File: config.mk
export PLATFORM = sky130hd
export DESIGN_NAME = antenna_comm_handler
export DESIGN_NICKNAME = d
export VERILOG_FILES = /design/src/inc/link_pkg.sv /design/src/inc/crc_if.sv /design/src/hw/crc_serial.sv /design/src/hw/antenna_comm_handler.sv
export SDC_FILE = /design/constraint.sdc
export NUM_CORES = 1
export LEC_CHECK = 0
export ABC_CLOCK_PERIOD_IN_PS = 13150
export BUFFER_PORTS_ARGS = -buffer_cell sky130_fd_sc_hd__buf_2
export CORE_UTILIZATION = 52
export DETAILED_ROUTE_END_ITERATION = 7
export PLACE_DENSITY = 0.73
export SETUP_SLACK_MARGIN = 0.05
export SYNTH_ARGS = -nofsm -noshare
export SYNTH_HDL_FRONTEND = slang
export SYNTH_SLANG_ARGS = --single-unit
File: constraint.sdc
create_clock -name clock -period 13.15 [get_ports clock]
set_input_delay 3.2875 -clock clock [delete_from_list [all_inputs] [get_ports clock]]
set_output_delay 3.2875 -clock clock [all_outputs]
set_load 0.005 [all_outputs]
File: src/inc/link_pkg.sv
// Constants shared by the antenna polling link controller and its CRC unit.
package link_pkg;

    localparam int CLK_HZ         = 50_000_000;
    localparam int STREAM_BPS     = 250_000;
    localparam int MAIN_BPS       = 125_000;
    localparam int VOICE_BPS      = 62_250;
    localparam int AUX_BPS        = 15_625;
    localparam int STREAM_BIT_CYC = CLK_HZ / STREAM_BPS;
    localparam int MBUS_BPS       = 9_600;
    localparam int SERVO_BPS      = 9_600;
    localparam int MBUS_CYCLE_MS  = 1000;
    localparam int MBUS_MODULES   = 16;

    localparam int ANT_TOTAL  = 30;
    localparam int ANT_FIRST  = 20;
    localparam int ANT_SECOND = 10;
    localparam int MAX_TRIES  = 3;

    // Main frame: flag, address, payload, CRC, flag; bit counts.
    localparam int FRAME_BITS = 56;
    localparam int ADDR_START = 8;
    localparam int CRC_POS    = 32;
    localparam int RX_BITS    = 40;
    localparam int MB_CHAR_BITS = 11;
    localparam int SV_CHAR_BITS = 10;

    localparam logic [7:0]  FLAG          = 8'h7E;
    localparam logic [4:0]  BCAST_ADDR    = 5'h1F;
    localparam logic [4:0]  LOCAL_ADDR    = 5'h1E;
    localparam logic [15:0] POLL_CMD      = 16'h0001;
    localparam logic [15:0] CRC16_POLY    = 16'h1021;
    localparam logic [7:0]  CRC8_POLY     = 8'h07;
    localparam logic [3:0]  FEED_POS_ADDR = 4'hF;
    localparam logic [7:0]  MB_POLL_CODE  = 8'h01;
    localparam logic [7:0]  SERVO_PARK_OP = 8'h50;
    localparam logic [7:0]  PARK_EL_DEG   = 8'h5A;
    localparam logic [7:0]  PARK_AZ_DEG   = 8'h00;

endpackage : link_pkg

File: src/inc/crc_if.sv
// Interface between a serial CRC unit and the logic that feeds it.
`timescale 1ns/1ps
interface crc_if #(parameter int W = 16)
(
    input wire logic clock,
    input wire logic rst
);
    logic         clr;
    logic         en;
    logic         din;
    logic [W-1:0] crc;

    modport user   (output clr, output en, output din, input crc);
    modport engine (input clock, input rst, input clr, input en,
                    input din, output crc);
endinterface : crc_if

File: src/hw/crc_serial.sv
// Bit-serial CRC register, MSB first, zero initial value.
`timescale 1ns/1ps
module crc_serial #(
    parameter int           W    = 16,
    parameter logic [W-1:0] POLY = '0
)
(
    crc_if.engine bus
);

    typedef struct packed {
        logic [W-1:0] crc;
    } crc_state_t;

    crc_state_t q;
    crc_state_t d;
    logic       fb;

    always_comb
    begin
        d  = q;
        fb = q.crc[W-1] ^ bus.din;
        if (bus.clr)
        begin
            d.crc = '0;
        end
        else if (bus.en)
        begin
            d.crc = {q.crc[W-2:0], 1'b0} ^ (fb ? POLY : '0);
        end
    end

    always_ff @(posedge bus.clock or posedge bus.rst)
    begin
        if (bus.rst)
        begin
            q <= '0;
        end
        else
        begin
            q <= d;
        end
    end

    assign bus.crc = q.crc;

endmodule : crc_serial

File: src/hw/antenna_comm_handler.sv
// Antenna polling link controller with module bus and servo park links.
//
// Overview of operation
// - Reset leaves the handler in polling mode.
// - Send selected antenna's frame, then await reply.
// - Good reply in time selects the next antenna.
// - Timeout or bad check resends to same antenna.
// - Third failure reports error type, then moves on.
// - Thirty antennas exist across both handlers.
// - First handler serves twenty, second serves ten.
// - Common command goes out once as broadcast.
// - Broadcast frames wait for no acknowledgement.
// - Main link carries framed data at 125 Kbps.
// - Channels bit-interleave into one 250 Kbps stream.
// - Four auxiliary channels of 15.625 Kbps each.
// - One voice channel in the combined stream.
// - Main frames carry 16-bit CRC, errors retried.
// - Local commands are forwarded to addressed module.
// - Poll sixteen modules within one second.
// - Each module's monitoring can be enabled or disabled.
// - Feed positioner answers at module address 15.
// - Module bus uses 9-bit characters at 9.6 Kbps.
// - Module bus frames carry an 8-bit CRC.
// - Servo link is asynchronous serial at 9.6 Kbps.
// - Park request drives antenna to El 90, Az 0.
`timescale 1ns/1ps
module antenna_comm_handler
    import link_pkg::*;
#(
    parameter bit SECOND        = 1'b0,
    parameter int MBUS_BIT_CYC  = link_pkg::CLK_HZ / link_pkg::MBUS_BPS,
    parameter int MBUS_SLOT_CYC = link_pkg::CLK_HZ / 1000
                                  * link_pkg::MBUS_CYCLE_MS
                                  / link_pkg::MBUS_MODULES
)
(
    // Clock and reset.
    input  wire logic        clock,
    input  wire logic        rst,
    // Supervisor command port.
    input  wire logic        cmd_valid,
    input  wire logic        cmd_broadcast,
    input  wire logic [4:0]  cmd_antenna,
    input  wire logic [15:0] cmd_word,
    output logic             cmd_ready,
    input  wire logic [23:0] timeout_cycles,
    // Supervisor report port.
    output logic             reply_valid,
    output logic [4:0]       reply_antenna,
    output logic [15:0]      reply_data,
    output logic             err_valid,
    output logic [4:0]       err_antenna,
    output logic             err_timeout,
    output logic             broadcast_mode,
    // Combined 250 Kbps link.
    output logic             link_tx,
    input  wire logic        link_rx,
    input  wire logic        voice_tx,
    output logic             voice_rx,
    input  wire logic [3:0]  aux_tx,
    output logic [3:0]       aux_rx,
    // Module bus.
    input  wire logic [15:0] mbus_enable,
    output logic             mbus_out,
    output logic             mbus_oe,
    output logic             feed_sel,
    // Servo link.
    input  wire logic        park_req,
    output logic             servo_tx
);
    import link_pkg::*;

    localparam int N_ANT = SECOND ? ANT_SECOND : ANT_FIRST;
    localparam int BASE  = SECOND ? ANT_FIRST : 0;

    typedef enum logic [1:0] {ST_IDLE, ST_SEND, ST_WAIT} poll_state_t;

    typedef struct packed {
        poll_state_t  st;
        logic         bcast;
        logic [4:0]   ant;
        logic [1:0]   tries;
        logic [23:0]  tmo;
        logic [7:0]   div;
        logic [3:0]   slot;
        logic [7:0]   tx_addr;
        logic [15:0]  tx_pay;
        logic [55:0]  tx_sh;
        logic [5:0]   tx_cnt;
        logic [1:0]   rx_meta;
        logic [7:0]   rx_hunt;
        logic         rx_on;
        logic [5:0]   rx_cnt;
        logic [39:0]  rx_buf;
        logic         rx_chk;
        logic         link_tx;
        logic         voice_rx;
        logic [3:0]   aux_rx;
        logic         cmd_ready;
        logic         rep_valid;
        logic [4:0]   rep_ant;
        logic [15:0]  rep_data;
        logic         err_valid;
        logic [4:0]   err_ant;
        logic         err_tmo;
        logic [12:0]  baud;
        logic [21:0]  mb_tmr;
        logic [3:0]   mb_addr;
        logic [10:0]  mb_sh;
        logic [3:0]   mb_bit;
        logic [1:0]   mb_chr;
        logic         mb_busy;
        logic [7:0]   mb_data;
        logic         mb_tx;
        logic         mb_oe;
        logic         feed_sel;
        logic [9:0]   sv_sh;
        logic [3:0]   sv_bit;
        logic [1:0]   sv_chr;
        logic         sv_busy;
        logic         park_q;
        logic         sv_tx;
    } state_t;

    state_t q;
    state_t d;

    crc_if #(.W(16)) tx_crc (.clock(clock), .rst(rst));
    crc_if #(.W(16)) rx_crc (.clock(clock), .rst(rst));
    crc_if #(.W(8))  mb_crc (.clock(clock), .rst(rst));

    crc_serial #(.W(16), .POLY(CRC16_POLY)) u_tx_crc (.bus(tx_crc.engine));
    crc_serial #(.W(16), .POLY(CRC16_POLY)) u_rx_crc (.bus(rx_crc.engine));
    crc_serial #(.W(8),  .POLY(CRC8_POLY))  u_mb_crc (.bus(mb_crc.engine));

    logic        strobe;
    logic        baud_tick;
    logic        main_slot;
    logic        rx_bit;
    logic [55:0] tx_cur;
    logic [4:0]  gaddr;
    logic        go;
    logic        failed;
    logic        fail_tmo;
    logic        advance;
    logic        mb_start;
    logic [3:0]  mb_start_addr;
    logic [7:0]  mb_start_data;
    logic        fwd_go;

    always_comb
    begin
        d             = q;
        strobe        = (q.div == 8'(STREAM_BIT_CYC - 1));
        baud_tick     = (q.baud == 13'(MBUS_BIT_CYC - 1));
        main_slot     = ~q.slot[0];
        rx_bit        = q.rx_meta[1];
        gaddr         = 5'(BASE) + q.ant;
        go            = 1'b0;
        failed        = 1'b0;
        fail_tmo      = 1'b0;
        advance       = 1'b0;
        mb_start      = 1'b0;
        mb_start_addr = q.mb_addr;
        mb_start_data = MB_POLL_CODE;
        // The CRC is spliced into the frame as it reaches the line.
        tx_cur = (q.tx_cnt == 6'(CRC_POS)) ? {tx_crc.crc, q.tx_sh[39:0]}
                                           : q.tx_sh;
        tx_crc.clr = 1'b0;
        tx_crc.en  = 1'b0;
        tx_crc.din = tx_cur[55];
        rx_crc.clr = 1'b0;
        rx_crc.en  = 1'b0;
        rx_crc.din = rx_bit;
        mb_crc.clr = 1'b0;
        mb_crc.en  = 1'b0;
        mb_crc.din = q.mb_sh[0];
        fwd_go = (q.st == ST_IDLE) && (q.tries == 2'h0) && cmd_valid
                 && !cmd_broadcast && (cmd_antenna == LOCAL_ADDR)
                 && !q.mb_busy;

        d.rx_meta   = {q.rx_meta[0], link_rx};
        d.cmd_ready = 1'b0;
        d.rep_valid = 1'b0;
        d.err_valid = 1'b0;
        d.rx_chk    = 1'b0;
        d.div       = strobe ? 8'h00 : q.div + 8'h01;

        // Sixteen-slot interleave: even slots main, 1/5/9/13 voice,
        // 3/7/11/15 one auxiliary channel each.
        if (strobe)
        begin
            d.slot = q.slot + 4'h1;
            if (main_slot)
            begin
                d.link_tx = (q.st == ST_SEND) ? tx_cur[55] : 1'b1;
                if (q.st == ST_SEND)
                begin
                    d.tx_sh   = {tx_cur[54:0], 1'b1};
                    d.tx_cnt  = q.tx_cnt + 6'h01;
                    tx_crc.en = (q.tx_cnt >= 6'(ADDR_START))
                                && (q.tx_cnt < 6'(CRC_POS));
                end
                if (!q.rx_on)
                begin
                    d.rx_hunt = {q.rx_hunt[6:0], rx_bit};
                    if ({q.rx_hunt[6:0], rx_bit} == FLAG)
                    begin
                        d.rx_on    = 1'b1;
                        d.rx_cnt   = 6'h00;
                        rx_crc.clr = 1'b1;
                    end
                end
                else
                begin
                    d.rx_buf  = {q.rx_buf[38:0], rx_bit};
                    rx_crc.en = 1'b1;
                    d.rx_cnt  = q.rx_cnt + 6'h01;
                    if (q.rx_cnt == 6'(RX_BITS - 1))
                    begin
                        d.rx_on   = 1'b0;
                        d.rx_hunt = 8'h00;
                        d.rx_chk  = 1'b1;
                    end
                end
            end
            else if (!q.slot[1])
            begin
                d.link_tx  = voice_tx;
                d.voice_rx = rx_bit;
            end
            else
            begin
                d.link_tx              = aux_tx[q.slot[3:2]];
                d.aux_rx[q.slot[3:2]]  = rx_bit;
            end
        end

        case (q.st)
            ST_IDLE:
            begin
                if (q.tries != 2'h0)
                begin
                    go = 1'b1;
                end
                else if (cmd_valid && cmd_broadcast)
                begin
                    d.bcast     = 1'b1;
                    d.tx_addr   = {3'b000, BCAST_ADDR};
                    d.tx_pay    = cmd_word;
                    d.cmd_ready = 1'b1;
                    go          = 1'b1;
                end
                else if (cmd_valid && (cmd_antenna == LOCAL_ADDR))
                begin
                    d.cmd_ready = fwd_go;
                end
                else
                begin
                    d.bcast   = 1'b0;
                    d.tx_addr = {3'b000, gaddr};
                    d.tx_pay  = POLL_CMD;
                    if (cmd_valid && (cmd_antenna == gaddr))
                    begin
                        d.tx_pay    = cmd_word;
                        d.cmd_ready = 1'b1;
                    end
                    go = 1'b1;
                end
                if (go)
                begin
                    d.st       = ST_SEND;
                    d.tx_cnt   = 6'h00;
                    d.tx_sh    = {FLAG, d.tx_addr, d.tx_pay, 16'h0000, FLAG};
                    tx_crc.clr = 1'b1;
                end
            end
            ST_SEND:
            begin
                if (strobe && main_slot
                    && (q.tx_cnt == 6'(FRAME_BITS - 1)))
                begin
                    if (q.bcast)
                    begin
                        d.st    = ST_IDLE;
                        d.bcast = 1'b0;
                    end
                    else
                    begin
                        d.st  = ST_WAIT;
                        d.tmo = 24'h000000;
                    end
                end
            end
            ST_WAIT:
            begin
                d.tmo = q.tmo + 24'h000001;
                if (q.rx_chk && (q.rx_buf[39:32] == q.tx_addr))
                begin
                    if (rx_crc.crc == 16'h0000)
                    begin
                        d.rep_valid = 1'b1;
                        d.rep_ant   = gaddr;
                        d.rep_data  = q.rx_buf[31:16];
                        d.tries     = 2'h0;
                        d.st        = ST_IDLE;
                        advance     = 1'b1;
                    end
                    else
                    begin
                        failed = 1'b1;
                    end
                end
                else if (q.tmo >= timeout_cycles)
                begin
                    failed   = 1'b1;
                    fail_tmo = 1'b1;
                end
            end
            default:
            begin
                d.st = ST_IDLE;
            end
        endcase

        if (failed)
        begin
            d.st = ST_IDLE;
            if (q.tries == 2'(MAX_TRIES - 1))
            begin
                d.err_valid = 1'b1;
                d.err_ant   = gaddr;
                d.err_tmo   = fail_tmo;
                d.tries     = 2'h0;
                advance     = 1'b1;
            end
            else
            begin
                d.tries = q.tries + 2'h1;
            end
        end
        if (advance)
        begin
            d.ant = (q.ant == 5'(N_ANT - 1)) ? 5'h00 : q.ant + 5'h01;
        end

        // Module bus: one slot per address, sixteen slots per cycle.
        d.baud   = baud_tick ? 13'h0000 : q.baud + 13'h0001;
        d.mb_tmr = q.mb_tmr + 22'h000001;
        if (q.mb_tmr == 22'(MBUS_SLOT_CYC - 1))
        begin
            d.mb_tmr  = 22'h000000;
            d.mb_addr = q.mb_addr + 4'h1;
            mb_start  = mbus_enable[q.mb_addr] && !q.mb_busy && !fwd_go;
        end
        if (fwd_go)
        begin
            mb_start      = 1'b1;
            mb_start_addr = cmd_word[11:8];
            mb_start_data = cmd_word[7:0];
        end
        if (mb_start)
        begin
            d.mb_busy  = 1'b1;
            d.mb_oe    = 1'b1;
            d.mb_chr   = 2'h0;
            d.mb_bit   = 4'h0;
            d.mb_sh    = {2'b11, 4'h0, mb_start_addr, 1'b0};
            d.mb_data  = mb_start_data;
            d.feed_sel = (mb_start_addr == FEED_POS_ADDR);
            mb_crc.clr = 1'b1;
        end
        else if (q.mb_busy && baud_tick)
        begin
            if (q.mb_chr == 2'h3)
            begin
                d.mb_busy  = 1'b0;
                d.mb_oe    = 1'b0;
                d.mb_tx    = 1'b1;
                d.feed_sel = 1'b0;
            end
            else
            begin
                d.mb_tx   = q.mb_sh[0];
                d.mb_sh   = {1'b1, q.mb_sh[10:1]};
                d.mb_bit  = q.mb_bit + 4'h1;
                mb_crc.en = (q.mb_chr != 2'h2) && (q.mb_bit >= 4'h1)
                            && (q.mb_bit <= 4'h8);
                if (q.mb_bit == 4'(MB_CHAR_BITS - 1))
                begin
                    d.mb_bit = 4'h0;
                    d.mb_chr = q.mb_chr + 2'h1;
                    if (q.mb_chr == 2'h0)
                    begin
                        d.mb_sh = {2'b10, q.mb_data, 1'b0};
                    end
                    else if (q.mb_chr == 2'h1)
                    begin
                        d.mb_sh = {2'b10, mb_crc.crc, 1'b0};
                    end
                end
            end
        end

        // Servo link: a park request sends opcode, elevation, azimuth.
        d.park_q = park_req;
        if (park_req && !q.park_q && !q.sv_busy)
        begin
            d.sv_busy = 1'b1;
            d.sv_chr  = 2'h0;
            d.sv_bit  = 4'h0;
            d.sv_sh   = {1'b1, SERVO_PARK_OP, 1'b0};
        end
        else if (q.sv_busy && baud_tick)
        begin
            d.sv_tx  = q.sv_sh[0];
            d.sv_sh  = {1'b1, q.sv_sh[9:1]};
            d.sv_bit = q.sv_bit + 4'h1;
            if (q.sv_bit == 4'(SV_CHAR_BITS - 1))
            begin
                d.sv_bit = 4'h0;
                d.sv_chr = q.sv_chr + 2'h1;
                if (q.sv_chr == 2'h0)
                begin
                    d.sv_sh = {1'b1, PARK_EL_DEG, 1'b0};
                end
                else if (q.sv_chr == 2'h1)
                begin
                    d.sv_sh = {1'b1, PARK_AZ_DEG, 1'b0};
                end
                else
                begin
                    d.sv_busy = 1'b0;
                end
            end
        end
    end

    always_ff @(posedge clock or posedge rst)
    begin
        if (rst)
        begin
            q         <= '0;
            q.link_tx <= 1'b1;
            q.mb_tx   <= 1'b1;
            q.sv_tx   <= 1'b1;
        end
        else
        begin
            q <= d;
        end
    end

    assign cmd_ready      = q.cmd_ready;
    assign reply_valid    = q.rep_valid;
    assign reply_antenna  = q.rep_ant;
    assign reply_data     = q.rep_data;
    assign err_valid      = q.err_valid;
    assign err_antenna    = q.err_ant;
    assign err_timeout    = q.err_tmo;
    assign broadcast_mode = q.bcast;
    assign link_tx        = q.link_tx;
    assign voice_rx       = q.voice_rx;
    assign aux_rx         = q.aux_rx;
    assign mbus_out       = q.mb_tx;
    assign mbus_oe        = q.mb_oe;
    assign feed_sel       = q.feed_sel;
    assign servo_tx       = q.sv_tx;

endmodule : antenna_comm_handler

# Word level (Yosys, flattened, before mapping)

Cells that the tools add are included.

Flip-flop bits (word level): 352
Logic and storage cells: 300
Bits of input ports: 72
Output and inout port bits: 41

Bitwise operators: 10
Equality and inequality tests: 33
Add/sub/neg operators: 14
Muxes and demuxes: 123
Reductions and logical operators: 65
Magnitude comparators: 8

Operators by type and width:

| operator                                                        | number |
|---|---|
| 62-bit 2-to-1 mux                                               | 5 |
| 24-bit 2-to-1 mux                                               | 5 |
| 16-bit 2-to-1 mux                                               | 6 |
| 17-bit 2-to-1 mux                                               | 4 |
| 22-bit 2-to-1 mux                                               | 3 |
| 56-bit 2-to-1 mux                                               | 1 |
| 1-bit 2-to-1 mux                                                | 55 |
| 24-bit case mux with 2 select lines                             | 1 |
| 8-bit 2-to-1 mux                                                | 5 |
| 13-bit 2-to-1 mux                                               | 3 |
| 18-bit 2-to-1 mux                                               | 2 |
| 16-bit bitwise XOR                                              | 2 |
| 2-bit nonzero test                                              | 15 |
| 7-bit 2-to-1 mux                                                | 4 |
| 3-bit AND reduction                                             | 9 |
| 26-bit 2-to-1 mux                                               | 1 |
| 24-bit by 1-bit adder with 24-bit output, second input constant | 1 |
| 24-bit >= comparator                                            | 1 |
| 22-bit by 1-bit adder with 22-bit output, second input constant | 1 |
| 22-bit equality test, second input constant                     | 1 |
| 2-bit 2-to-1 mux                                                | 11 |
| 1-bit logical AND                                               | 21 |
| 6-bit equality test, second input constant                      | 3 |
| 9-bit 2-to-1 mux                                                | 2 |
| other kinds (46)                                                | 91 |

# Depth between registers and ports, before layout

Gate-level depths: netlist of the first run.

Depth after elaboration: 13
Gate-level depth with buffers: 10
Mapped depth without buffers: 10

# By module

Synthesis of the first run repeated with hierarchy kept, for this count alone.

Cell total of the unflattened synthesis: 1689
Area total of the unflattened synthesis: 16813.6 um^2

Modules (own cells, without submodules):

| module                    | sequential area each (um^2) | instances | cells each | area an instance (um^2) |
|---|---|---|---|---|
| antenna_comm_handler      | 7786.2                      | 1         | 1538       | 15043.2 |
| crc_serial (u_rx_crc ...) | 400.4                       | 2         | 59         | 696.9 |
| crc_serial (u_mb_crc)     | 200.2                       | 1         | 33         | 376.6 |

# Least setup slack after synthesis of the first run

OpenSTA, ideal clock, no wires.

Kind: input to register
Start point: input timeout_cycles[0]
End point: register q[307] (netlist bit)
Arrival time: 5.358 ns
Buffers on the path: 0
Stages on the path: 9
Setup time: 0.125 ns
Data required time: 13.025 ns
Slack: 7.667 ns
Cells stage by stage: ha_1 -> nand2b_1 -> a211oi_1 -> o221a_2 -> o211ai_1 -> o211ai_1 -> inv_2 -> o21ai_0 -> mux2_2

Longest elaborated chain between the ends: 5

Ends and longest elaborated chain:

| what                 | line                        | source |
|---|---|---|
| from (decl)          | antenna_comm_handler.sv:46  | `input wire logic [23:0] timeout_cycles,` |
| 24-bit >= comparator | antenna_comm_handler.sv:314 | `else if (q.tmo >= timeout_cycles)` |
| 1-bit 2-to-1 mux     | antenna_comm_handler.sv:314 |  |
| 1-bit 2-to-1 mux     | antenna_comm_handler.sv:298 | `if (q.rx_chk && (q.rx_buf[39:32] == q.tx_addr))` |
| 1-bit 2-to-1 mux     | antenna_comm_handler.sv:239 | `case (q.st)` |
| 1-bit 2-to-1 mux     | antenna_comm_handler.sv:326 | `if (failed)` |
| to (decl)            | antenna_comm_handler.sv:125 | `state_t q;` |

No other way between the ends.
A chain may end at the register's enable or synchronous reset.

# Worst setup path in the final report of the first run

Same ends and word-level chain as after synthesis.

==> metrics.md, run 1 <==
| Metric | Value |
|---|---|
| Status | complete, no violations |
| Max IR drop VDD | 0.00008013 V |
| Area of the core | 30990 µm² |
| Fin crit share | 42.77% |
| Cells after DPL | 2138 |
| Register Area | 8787 µm² |
| First-pass GRT wire length | 60.18 mm |
| Vias | 12340 |
| Max Slew Vio Count | 0 |
| Vias in the first global route | 12090 |
| Hold WC Path Type | flop to flop |
| Post-route DRC | 0 |
| Post-synthesis simple-gate area fraction | 20.38% |
| Arr. time, crit path | 6.02 ns |
| GRT Total Usage | 22.13% |
| Final core utilization | 59.90% |
| Main combinational cell family by area after synthesis | simple AND/OR/NAND/NOR gates |
| DIE WIDTH | 180.5 µm |
| Post-synth cell types | 64 |
| Tmin final | 5.624 ns |
| Fmax | 0.1778 GHz |
| Pwr dens | 124.1 nW/µm² |
| Number of fill cells | 2630 |
| Area of the multi-input gates | 7108 µm² |
| Cell repeated most along the worst path | o211ai_1 |
| Final std cells w/o fill | 2204 |
| CP delay by family, top | compound AO/OA/AOI/OAI gates |
| Die area | 32570 µm² |
| Pin count of the biggest net entering global routing | 177 |
| Die Span Y | 180.5 µm |
| # setup viols final | 0 |
| Mapped Cells | 1721 |
| Resize count post-CTS | 0 |
| CTS sink count | 351 |
| Setup_tns | 0 ns |
| Cts bufs inserted | 38 |
| I/O Buffers | 112 |
| Synth Area in Compound Gates | 10.71% |
| Detail Route Antenna Nets | 0 |
| Clk_skew | 0.009014 ns |
| Worst Path Required | 13.55 ns |
| Predominant post-synthesis flop cell | dfrtp_1 |
| Longest Clk Path Bufs | 3 |
| Number of placement rows | 64 |
| Seq/Total Area, Yosys | 53.06% |
| Yosys Warn Count | 0 |
| Pre-antenna DRT Iters | 7 |
| Num ports | 113 |
| DR iter-0 viols | 740 |
| Post-synthesis cell area | 16560 µm² |
| Slowest cell on the critical path | o211ai_1 |
| Global route total overflow | 0 |
| Inserted Diodes | 0 |
| Hold Vio Cnt, Final | 0 |
| DR vias/cell | 5.599 |
| Leakage | 9.083 nW |
| Setup Buffers After CTS | 0 |
| Initial Util | 53.44% |
| Worst-path maximum fanout | 10 |
| Critical Path End Type | flop |
| Critical path, cell by cell | buf_2 > ha_1 > nand2b_1 > a211oi_1 > o221a_2 > o211ai_1 > o211ai_1 > inv_2 > o21ai_0 > mux2_2 |
| Buffers & Inverters on Critical Path | 2 |
| Fraction of registers with async set/reset | 100.0% |
| Post-synthesis to final-layout area growth | 12.09% |
| Initial antenna violation count | 0 |
| EDFF count, synth | 0 |
| Worst-margin pin slew | 1.184 ns |
| Highest cell delay on the worst timing path | 0.69 ns |
| Post-Synth XOR/XNOR Area | 4.918% |
| Synthesized-area fraction occupied by adder cells | 3.248% |
| Hold slack final | 0.3515 ns |
| Reg clk slew, reported paths | 0.06 ns |
| Critical setup path kind | input port to flop |
| Number of max-cap violations | 0 |
| Synthesized flop and latch total | 351 |
| Syn nets | 1836 |
| Worst skew pair latency | 0.51 ns |
| WL/cell | 16.01 µm |
| Nets | 1897 |
| H-tree levels | 2 |
| Placer Congestion | 0.8886 |
| Hold Buf Count CTS | 0 |
| Startpoint types | input port |
| Dpl hpwl | 22.95 mm |
| CTS tree | done |
| Syn Area/Cell | 9.624 µm² |
| Root buffer cell | clkbuf_16 |
| Mux cell area share after synthesis | 3.324% |
| RSZ-0062 raised after global routing | false |
| Max-slew headroom | 20.99% |
| Proportion of layout cells with a drive suffix above 1 | 12.22% |
| Drt total wl | 35.29 mm |
-- placed cells by master, fill, tap and decap left out, drive strengths merged, types with 50 or more instances in the layout --
cell,netlist,routed
nand2,418,418
dfrtp,348,348
buf,39,126
nor2,110,110
o21ai,82,82
nand3,61,61
clkbuf,66,61
a21oi,58,58
inv,55,55
xor2,50,50
-- power by group --
part           internal (mW)  total [mW]  switching [mW]
Clock                  0.671        1.09           0.415
Sequential              1.11        1.13          0.0187
Combinational         0.0381      0.0927          0.0545
Total                   1.82        2.30           0.488
-- sequential cells by signal (all words and copies together), names as in the netlist, 5 cells and up, named ones only --
| name | cells |
|---|---|
| q | 269 |
| reply_data | 16 |
| u_rx_crc.bus.crc | 16 |
| u_tx_crc.bus.crc | 16 |
| u_mb_crc.bus.crc | 8 |
| err_antenna | 5 |
| reply_antenna | 5 |
-- synth_stat cells, drive strengths merged, types with 5 or more instances --
master    n  area (µm²)
nand3    61       305.3
nor4     11       98.84
o22a      9       78.83
a22o     35       306.5
a21o      5       37.54
o31ai     8       60.06
a31oi    19       118.9
nand4    25       156.4
clkbuf   66       247.7
mux2i    28       280.3
nor2b    11       68.82
or3       8       50.05
a21oi    58       290.3
o21ai    82       410.4
o211ai   15       112.6
mux4      6       135.1
and2      9       56.30
o22ai    15       93.84
inv      55       206.4
and3     35       219.0
nand2   418        1569
a211oi   18       135.1
xor2     50       437.9
nand2b    7       43.79
xnor2    43       376.6
ha       43       538.0
nor3     23       125.1
buf      39       267.8
nor2    110       417.9
dfrtp   348        8708
mux2     12       135.1
-- final cells by class --
| class | instances | area share (%) |
|---|---|---|
| flip-flops and latches | 351 | 47.33 |
| multi-input cells | 1210 | 38.29 |
| clock buffers | 61 | 6.362 |
| repair buffers | 126 | 3.653 |
| well taps | 396 | 2.669 |
| inverters | 55 | 1.153 |
| clock inverters | 5 | 0.5392 |
-- final timing paths --
kind | from | endpoint | slack (ns) | cells after the start
min reg2reg | d[180] | q[180] | 0.35 | 0
max in group asynchronous | rst | err_antenna[1] | 8.03 | 4
min in group asynchronous | rst | q[67] | 2.88 | 2
max | timeout_cycles[0] | q[307] | 7.53 | 10
max reg2reg | q[279] | q[307] | 9.87 | 10
min | d[180] | q[180] | 0.35 | 0
-- metal layers --
layer / GRT usage (%) / vias up / routed length (µm)
met5: 0 / - / 0
met4: 6.906 / 0 / 828
met3: 2.769 / 65 / 1312
met2: 35.64 / 264 / 16610
met1: 31.33 / 6038 / 16540
li1: - / 5973 / -
-- kinds of logic (layout without fill, tap and decap cells) --
| kind of cell | count (synthesis) | in the layout |
|---|---|---|
| fa+ha+maj | 43 | 43 |
| buf+inv | 160 | 247 |
| xor+xnor | 93 | 93 |
| compound gates | 279 | 279 |
| mux | 46 | 46 |
| flops | 351 | 351 |
| simple gates | 749 | 749 |
-- stage by stage --
| stage | worst slack, ns | power, mW | instance area (µm²) |
|---|---|---|---|
| floorplan | 0.1323 | 1.202 | 16560 |
| global placement | 7.085 | 1.234 | 17280 |
| detailed placement | 6.970 | 1.237 | 17280 |
| CTS | 7.502 | 2.326 | 18560 |
| global route | 7.267 | 2.387 | 18560 |
| finish | 7.526 | 2.304 | 18560 |
Note: power is estimated with default switching activity, not from simulation.
==> run 2: changes to the inputs <==
Settings changed: ABC_CLOCK_PERIOD_IN_PS 13150 to 5880, PLACE_DENSITY 0.73 to 0.7.
Clock period 13.15 ns to 5.88 ns, I/O delays scaled along.
==> run 2 against run 1 <==
  * Combinational power increased by 130%
  * Total power up 130%
  * Flip-flop and latch count unchanged
  * Sequential share of layout area shrank 0.37 points
  * Critical path type unchanged
  * Critical endpoint unchanged
==> metrics.md, run 2 (same netlist as run 1, synthesis figures left out) <==
| Metric | Value |
|---|---|
| Dpl hpwl | 22.99 mm (+0.17%) |
| Max reg flops | 269 (unchanged) |
| Number of fill cells | 2577 (-2.0%) |
| Total Power | 5.363 mW (+130%) |
| Max-slew headroom | 21.06% (+0.071 points) |
| Root buffer cell | clkbuf_16 |
| Worst-margin pin slew | 1.180 ns (-0.004574 ns) |
| DR vias/cell | 5.609 (+0.17%) |
| Worst Path Required | 6.28 ns (-7.27 ns) |
| Critical Path End Type | flop |
| Area of the core | 30990 µm² (unchanged) |
| Most flops, register | q |
| Post-route DRC | 0 (unchanged) |
| Die area | 32570 µm² (unchanged) |
| Longest Clk Path Bufs | 3 (unchanged) |
| Area of the multi-input gates | 7108 µm² (unchanged) |
| Fin crit share | 66.53% |
| Pre-antenna DRT Iters | 5 (-2) |
| Number of max-cap violations | 0 (unchanged) |
| Post-synthesis to final-layout area growth | 12.96% |
| Fmax | 0.2556 GHz |
| Drt total wl | 35.53 mm (+0.69%) |
| Clock power frac | 49.2% (+2.1 points) |
| Initial Util | 53.44% (unchanged) |
| Pwr dens | 286.7 nW/µm² (+130%) |
| Cts bufs inserted | 38 (unchanged) |
| DIE WIDTH | 180.5 µm (unchanged) |
| Inserted Diodes | 0 (unchanged) |
| Hold WC Path Type | flop to flop |
| RSZ-0062 raised after global routing | false |
| Resize count post-CTS | 0 (unchanged) |
| Setup Buffers After CTS | 0 (unchanged) |
| Detail Route Antenna Nets | 0 (unchanged) |
| CTS sink count | 351 (unchanged) |
| Final core utilization | 60.37% (+0.47 points) |
| Most frequent cells in the layout | nand2_1 (417), dfrtp_1 (348), buf_2 (112), nor2_1 (106), o21ai_0 (80) |
| Nets | 1898 (+0.053%) |
| Vias in the first global route | 12230 (+1.1%) |
| Setup_tns | 0 ns (unchanged) |
| Die Span Y | 180.5 µm (unchanged) |
| I/O Buffers | 112 (unchanged) |
| Worst skew pair latency | 0.52 ns (about the same) |
| Arr. time, crit path | 4.31 ns (-1.71 ns) |
| Max Slew Vio Count | 0 (unchanged) |
| Internal power | 4.237 mW (+130%) |
| GRT Total Usage | 22.73% (+0.59 points) |
| Final setup margin | 1.968 ns (-5.558 ns) |
| Critical setup path kind | input port to flop |
| Reg clk slew, reported paths | 0.06 ns (about the same) |
| Sw Share | 21.01% (-0.18 points) |
| Register Area | 8787 µm² (unchanged) |
| Global route total overflow | 0 (unchanged) |
| Vias | 12380 (+0.36%) |
| Switch Pwr | 1.127 mW (+130%) |
| First-pass GRT wire length | 61.51 mm (+2.2%) |
| Clk_skew | 0.01219 ns (+0.003176 ns) |
| Part of the power in registers | 46.9% (-1.9 points) |
| Commonest non-fill, non-tap cell in the layout | nand2_1 |
| Comb pwr share | 3.9% (about the same) |
| Post-Place Setup Slack | 1.441 ns (-5.530 ns) |
| Proportion of layout cells with a drive suffix above 1 | 12.80% (+0.58 points) |
| Tmin final | 3.912 ns |
| WL/cell | 16.09 µm (+0.51%) |
| Initial antenna violation count | 0 (unchanged) |
| Placer Congestion | 0.8414 (-5.3%) |
| Num ports | 113 (unchanged) |
| Hold Vio Cnt, Final | 0 (unchanged) |
| DR iter-0 viols | 920 (+24%) |
| Number of placement rows | 64 (unchanged) |
| Pin count of the biggest net entering global routing | 185 (+4.5%) |
| H-tree levels | 2 (unchanged) |
| Status | complete, no violations |
| # setup viols final | 0 (unchanged) |
| Leakage | 9.152 nW (+0.75%) |
| Max IR drop VDD | 0.0001763 V (+120%) |
| Hold Buf Count CTS | 0 (unchanged) |
| Startpoint types | input port |
| Worst-path maximum fanout | 10 (unchanged) |
| CTS tree | done |
run 2: cell count changes in the layout (fill, tap and decap cells not counted):
cell	change
clkinv_2	+4
buf_12	+1
bufinv_16	+4
clkinvlp_4	+3
clkbuf_1	-7
inv_8	-1
run 2: power groups by stage:
stage / logic (mW) / clock network [mW] / registers, mW
finish: 0.209 / 2.64 / 2.52
global route: 0.239 / 2.80 / 2.52
CTS: 0.213 / 2.69 / 2.51
detailed placement: 0.211 / 0 / 2.56
global placement: 0.204 / 0 / 2.56
floorplan: 0.143 / 0 / 2.55
run 2: worst paths after layout:
check,cells after the start,startpoint,slack (ns),end
worst max-delay path,11,timeout_cycles[23],1.97,q[307]
worst min-delay path,0,d[180],0.35,q[180]
worst max register to register,10,q[279],2.54,q[307]
worst min register to register,0,d[180],0.35,q[180]
max in group asynchronous,3,rst,3.53,q[148]
min in group asynchronous,2,rst,0.97,q[296]
run 2: through the flow:
stage	instances	instance area (µm²)	hold slack, ns
after detailed placement	2139	17300	0.3347
after floorplan	1721	16570	0.3312
final	2208	18710	0.3470
after global placement	2139	17300	0.3334
after global routing	2208	18710	0.3552
after CTS	2208	18710	0.3478
run 2: area by class of cell:
class | instances | share of cell area, %
clock buffer | 54 | 6.173
clock inverter | 15 | 1.364
inverter | 55 | 1.124
multi-input combinational | 1210 | 37.99
sequential | 351 | 46.97
tap | 396 | 2.648
timing repair buffer | 127 | 3.732
run 2: layer usage:
metal	global-route usage, %	share of wire, %	wire length, µm
met1	32.49	46	16430
met2	36.20	47	16770
met3	2.728	4.1	1468
met4	7.316	2.4	866
met5	0	0	0
run 2: worst max-delay path: stages:
cell	delay [ns]
buf_2	0.08
inv_1	0.03
ha_1	0.31
nand4_1	0.17
nor4_1	0.49
nand3_1	0.13
o211ai_1	0.59
o211ai_1	0.41
inv_2	0.22
o21ai_0	0.12
mux2_2	0.29
==> run 3: changes to the inputs <==
Settings changed: ABC_CLOCK_PERIOD_IN_PS 5880 to 4000.
Clock period 5.88 ns to 4 ns, I/O delays scaled along.
==> run 3 against run 2 <==
  * Flip-flop and latch count stayed put
  * First-iteration DRC count is 4.2% lower
  * Setup slack worse by 1.0 ns
  * Register-to-register slack worse by 1.5 ns
  * Combinational power is 47% higher
  * Non-clock buffer count is 11 higher
  * Sequential share of layout area is 0.25 points higher
  * Clock power is 31% higher
  * Sequential power is 47% higher
  * Design area is 0.52% lower
  * Total power is 39% higher
==> metrics.md, run 3 (same netlist as run 1, synthesis figures left out) <==
| Metric | Value |
|---|---|
| Status | complete, no violations |
| Longest Clk Path Bufs | 3 (unchanged) |
| WHS Path Cells | 0 (unchanged) |
| Commonest non-fill, non-tap cell in the layout | nand2_1 |
| DR iter-0 viols | 881 (-4.2%) |
| DR vias/cell | 5.628 (+0.35%) |
| Cts bufs inserted | 37 (-2.6%) |
| Switch Pwr | 1.617 mW (+43%) |
| # setup viols final | 0 (unchanged) |
| Most frequent cells in the layout | nand2_1 (417), dfrtp_1 (348), buf_2 (112), nor2_1 (106), o21ai_0 (80) |
| Root buffer cell | clkbuf_16 |
| Critical Path End Type | flop |
| Hold Buf Count CTS | 0 (unchanged) |
| Initial Util | 53.44% (unchanged) |
| Drt total wl | 35.38 mm (-0.43%) |
| Sw Share | 21.61% (+0.60 points) |
| Fmax | 0.3251 GHz |
| R2R cell count | 11 (+1) |
| DIE WIDTH | 180.5 µm (unchanged) |
| Vias | 12470 (+0.71%) |
| Setup_tns | 0 ns (unchanged) |
| Part of the power in registers | 49.5% (+2.6 points) |
| CTS tree | done |
| Placer Congestion | 0.8913 (+5.9%) |
| Internal power | 5.862 mW (+38%) |
| Number of placement rows | 64 (unchanged) |
| Inserted Diodes | 0 (unchanged) |
| Post-Place Setup Slack | 0.4112 ns (-1.029 ns) |
| Global route total overflow | 0 (unchanged) |
| Final std cells w/o fill | 2216 (+0.36%) |
| Arr. time, crit path | 3.47 ns (-0.84 ns) |
| Startpoint types | input port |
| Nets | 1908 (+0.53%) |
| Max reg flops | 269 (unchanged) |
| Die area | 32570 µm² (unchanged) |
| Max Slew Vio Count | 0 (unchanged) |
| GRT Total Usage | 22.32% (-0.41 points) |
| H-tree levels | 2 (unchanged) |
| Max IR drop VDD | 0.0003060 V (+74%) |
| Worst-path maximum fanout | 7 (-3) |
| Dpl hpwl | 23.47 mm (+2.1%) |
| R2r setup slk | 1.07 ns (-1.47 ns) |
| Clk_skew | 0.01155 ns (-0.0006434 ns) |
| Setup Buffers After CTS | 0 (unchanged) |
| RR Endpoint | q[307] |
| Hold Path Sink | q[180] |
| Worst-margin pin slew | 0.9844 ns (-0.1955 ns) |
| RSZ-0062 raised after global routing | false |
| Pwr dens | 401.8 nW/µm² (+40%) |
| Most flops, register | q |
| Die Span Y | 180.5 µm (unchanged) |
| Worst Path Required | 4.40 ns (-1.88 ns) |
| Worst skew pair latency | 0.51 ns (about the same) |
| Worst r2r src | q[279] |
| Hold WC Path Type | flop to flop |
| CTS sink count | 351 (unchanged) |
| Clock power frac | 46.4% (-2.8 points) |
| Hold Vio Cnt, Final | 0 (unchanged) |
| I/O Buffers | 112 (unchanged) |
| Cells after DPL | 2150 (+0.51%) |
| Area of the core | 30990 µm² (unchanged) |
| Num ports | 113 (unchanged) |
| Min-delay src | d[180] |
| Post-route DRC | 0 (unchanged) |
| Max-slew headroom | 34.37% (+13 points) |
| Reg clk slew, reported paths | 0.06 ns (about the same) |
| Proportion of layout cells with a drive suffix above 1 | 13.02% (+0.22 points) |
| Post-synthesis to final-layout area growth | 12.37% |
| Pre-antenna DRT Iters | 5 (unchanged) |
| Final core utilization | 60.06% (-0.31 points) |
| Detail Route Antenna Nets | 0 (unchanged) |
| Pin count of the biggest net entering global routing | 175 (-5.4%) |
| Leakage | 9.123 nW (-0.31%) |
| Comb pwr share | 4.1% (+0.2 points) |
| Fin crit share | 76.89% |
| Critical setup path kind | input port to flop |
| WL/cell | 15.96 µm (-0.79%) |
| Initial antenna violation count | 0 (unchanged) |
| Tmin final | 3.076 ns |
| Number of max-cap violations | 0 (unchanged) |
| Final setup margin | 0.9244 ns (-1.044 ns) |
| Vias in the first global route | 12240 (+0.082%) |
| First-pass GRT wire length | 60.51 mm (-1.6%) |
| Resize count post-CTS | 0 (unchanged) |
-- run 3: changes by cell type in the layout (fill, tap and decap cells not counted) --
cell | before | now
clkinvlp_4 | 3 | 1
clkbuf_16 | 41 | 37
inv_6 | 0 | 2
clkbuf_8 | 8 | 7
clkbuf_1 | 5 | 8
buf_4 | 13 | 24
bufinv_16 | 7 | 4
clkinv_2 | 6 | 8
-- run 3: per-stage QoR --
stage / hold slack [ns] / cell area, µm² / power, mW
after CTS: 0.3502 / 18610 / 7.565
after global routing: 0.3713 / 18610 / 7.752
after floorplan: 0.3312 / 16570 / 3.953
final: 0.3475 / 18610 / 7.479
after detailed placement: 0.3358 / 17380 / 4.071
after global placement: 0.3324 / 17380 / 4.061
-- run 3: worst max-delay path by stage --
stage                                   from  slack, ns   endpoint
final                     timeout_cycles[23]       0.92     q[307]
after global routing      timeout_cycles[23]       0.73     q[307]
after CTS                 timeout_cycles[23]       0.94     q[307]
after detailed placement  timeout_cycles[23]       0.41     q[307]
after global placement    timeout_cycles[23]       0.50     q[307]
after floorplan                          rst      -1.70  async pin
-- run 3: worst max-delay path, cell delays in order --
cell and delay (ns):
buf_2 0.08, inv_1 0.03, ha_1 0.30, nand4_1 0.15
nor4_1 0.53, nand3_1 0.14, o211ai_1 0.29, buf_4 0.21
o211ai_1 0.17, inv_2 0.17, o21ai_0 0.12, mux2_2 0.28
-- run 3: cell type report --
class                   count  area, µm²
well taps                 396      495.5
fillers                  2626      12380
inverters                  55      210.2
repair buffers            138      780.7
flip-flops and latches    351       8787
multi-input cells        1210       7108
clock inverters            14      177.7
clock buffers              52       1052
-- run 3: per-layer routing --
| metal | track usage [%] | wire length (µm) | vias to the layer above |
|---|---|---|---|
| met4 | 6.974 | 973 | 0 |
| met2 | 35.88 | 16440 | 307 |
| met3 | 3.193 | 1613 | 72 |
| li1 | - | - | 6002 |
| met5 | 0 | 0 | - |
| met1 | 31.39 | 16350 | 6091 |
-- run 3: power by group through the flow --
stage / Combinational (mW) / Sequential (mW) / Clock (mW)
3_3_place_gp: 0.302 / 3.76 / 0
6_report: 0.307 / 3.70 / 3.47
2_1_floorplan: 0.210 / 3.74 / 0
4_1_cts: 0.313 / 3.70 / 3.56
5_1_grt: 0.352 / 3.71 / 3.69
3_5_place_dp: 0.312 / 3.76 / 0
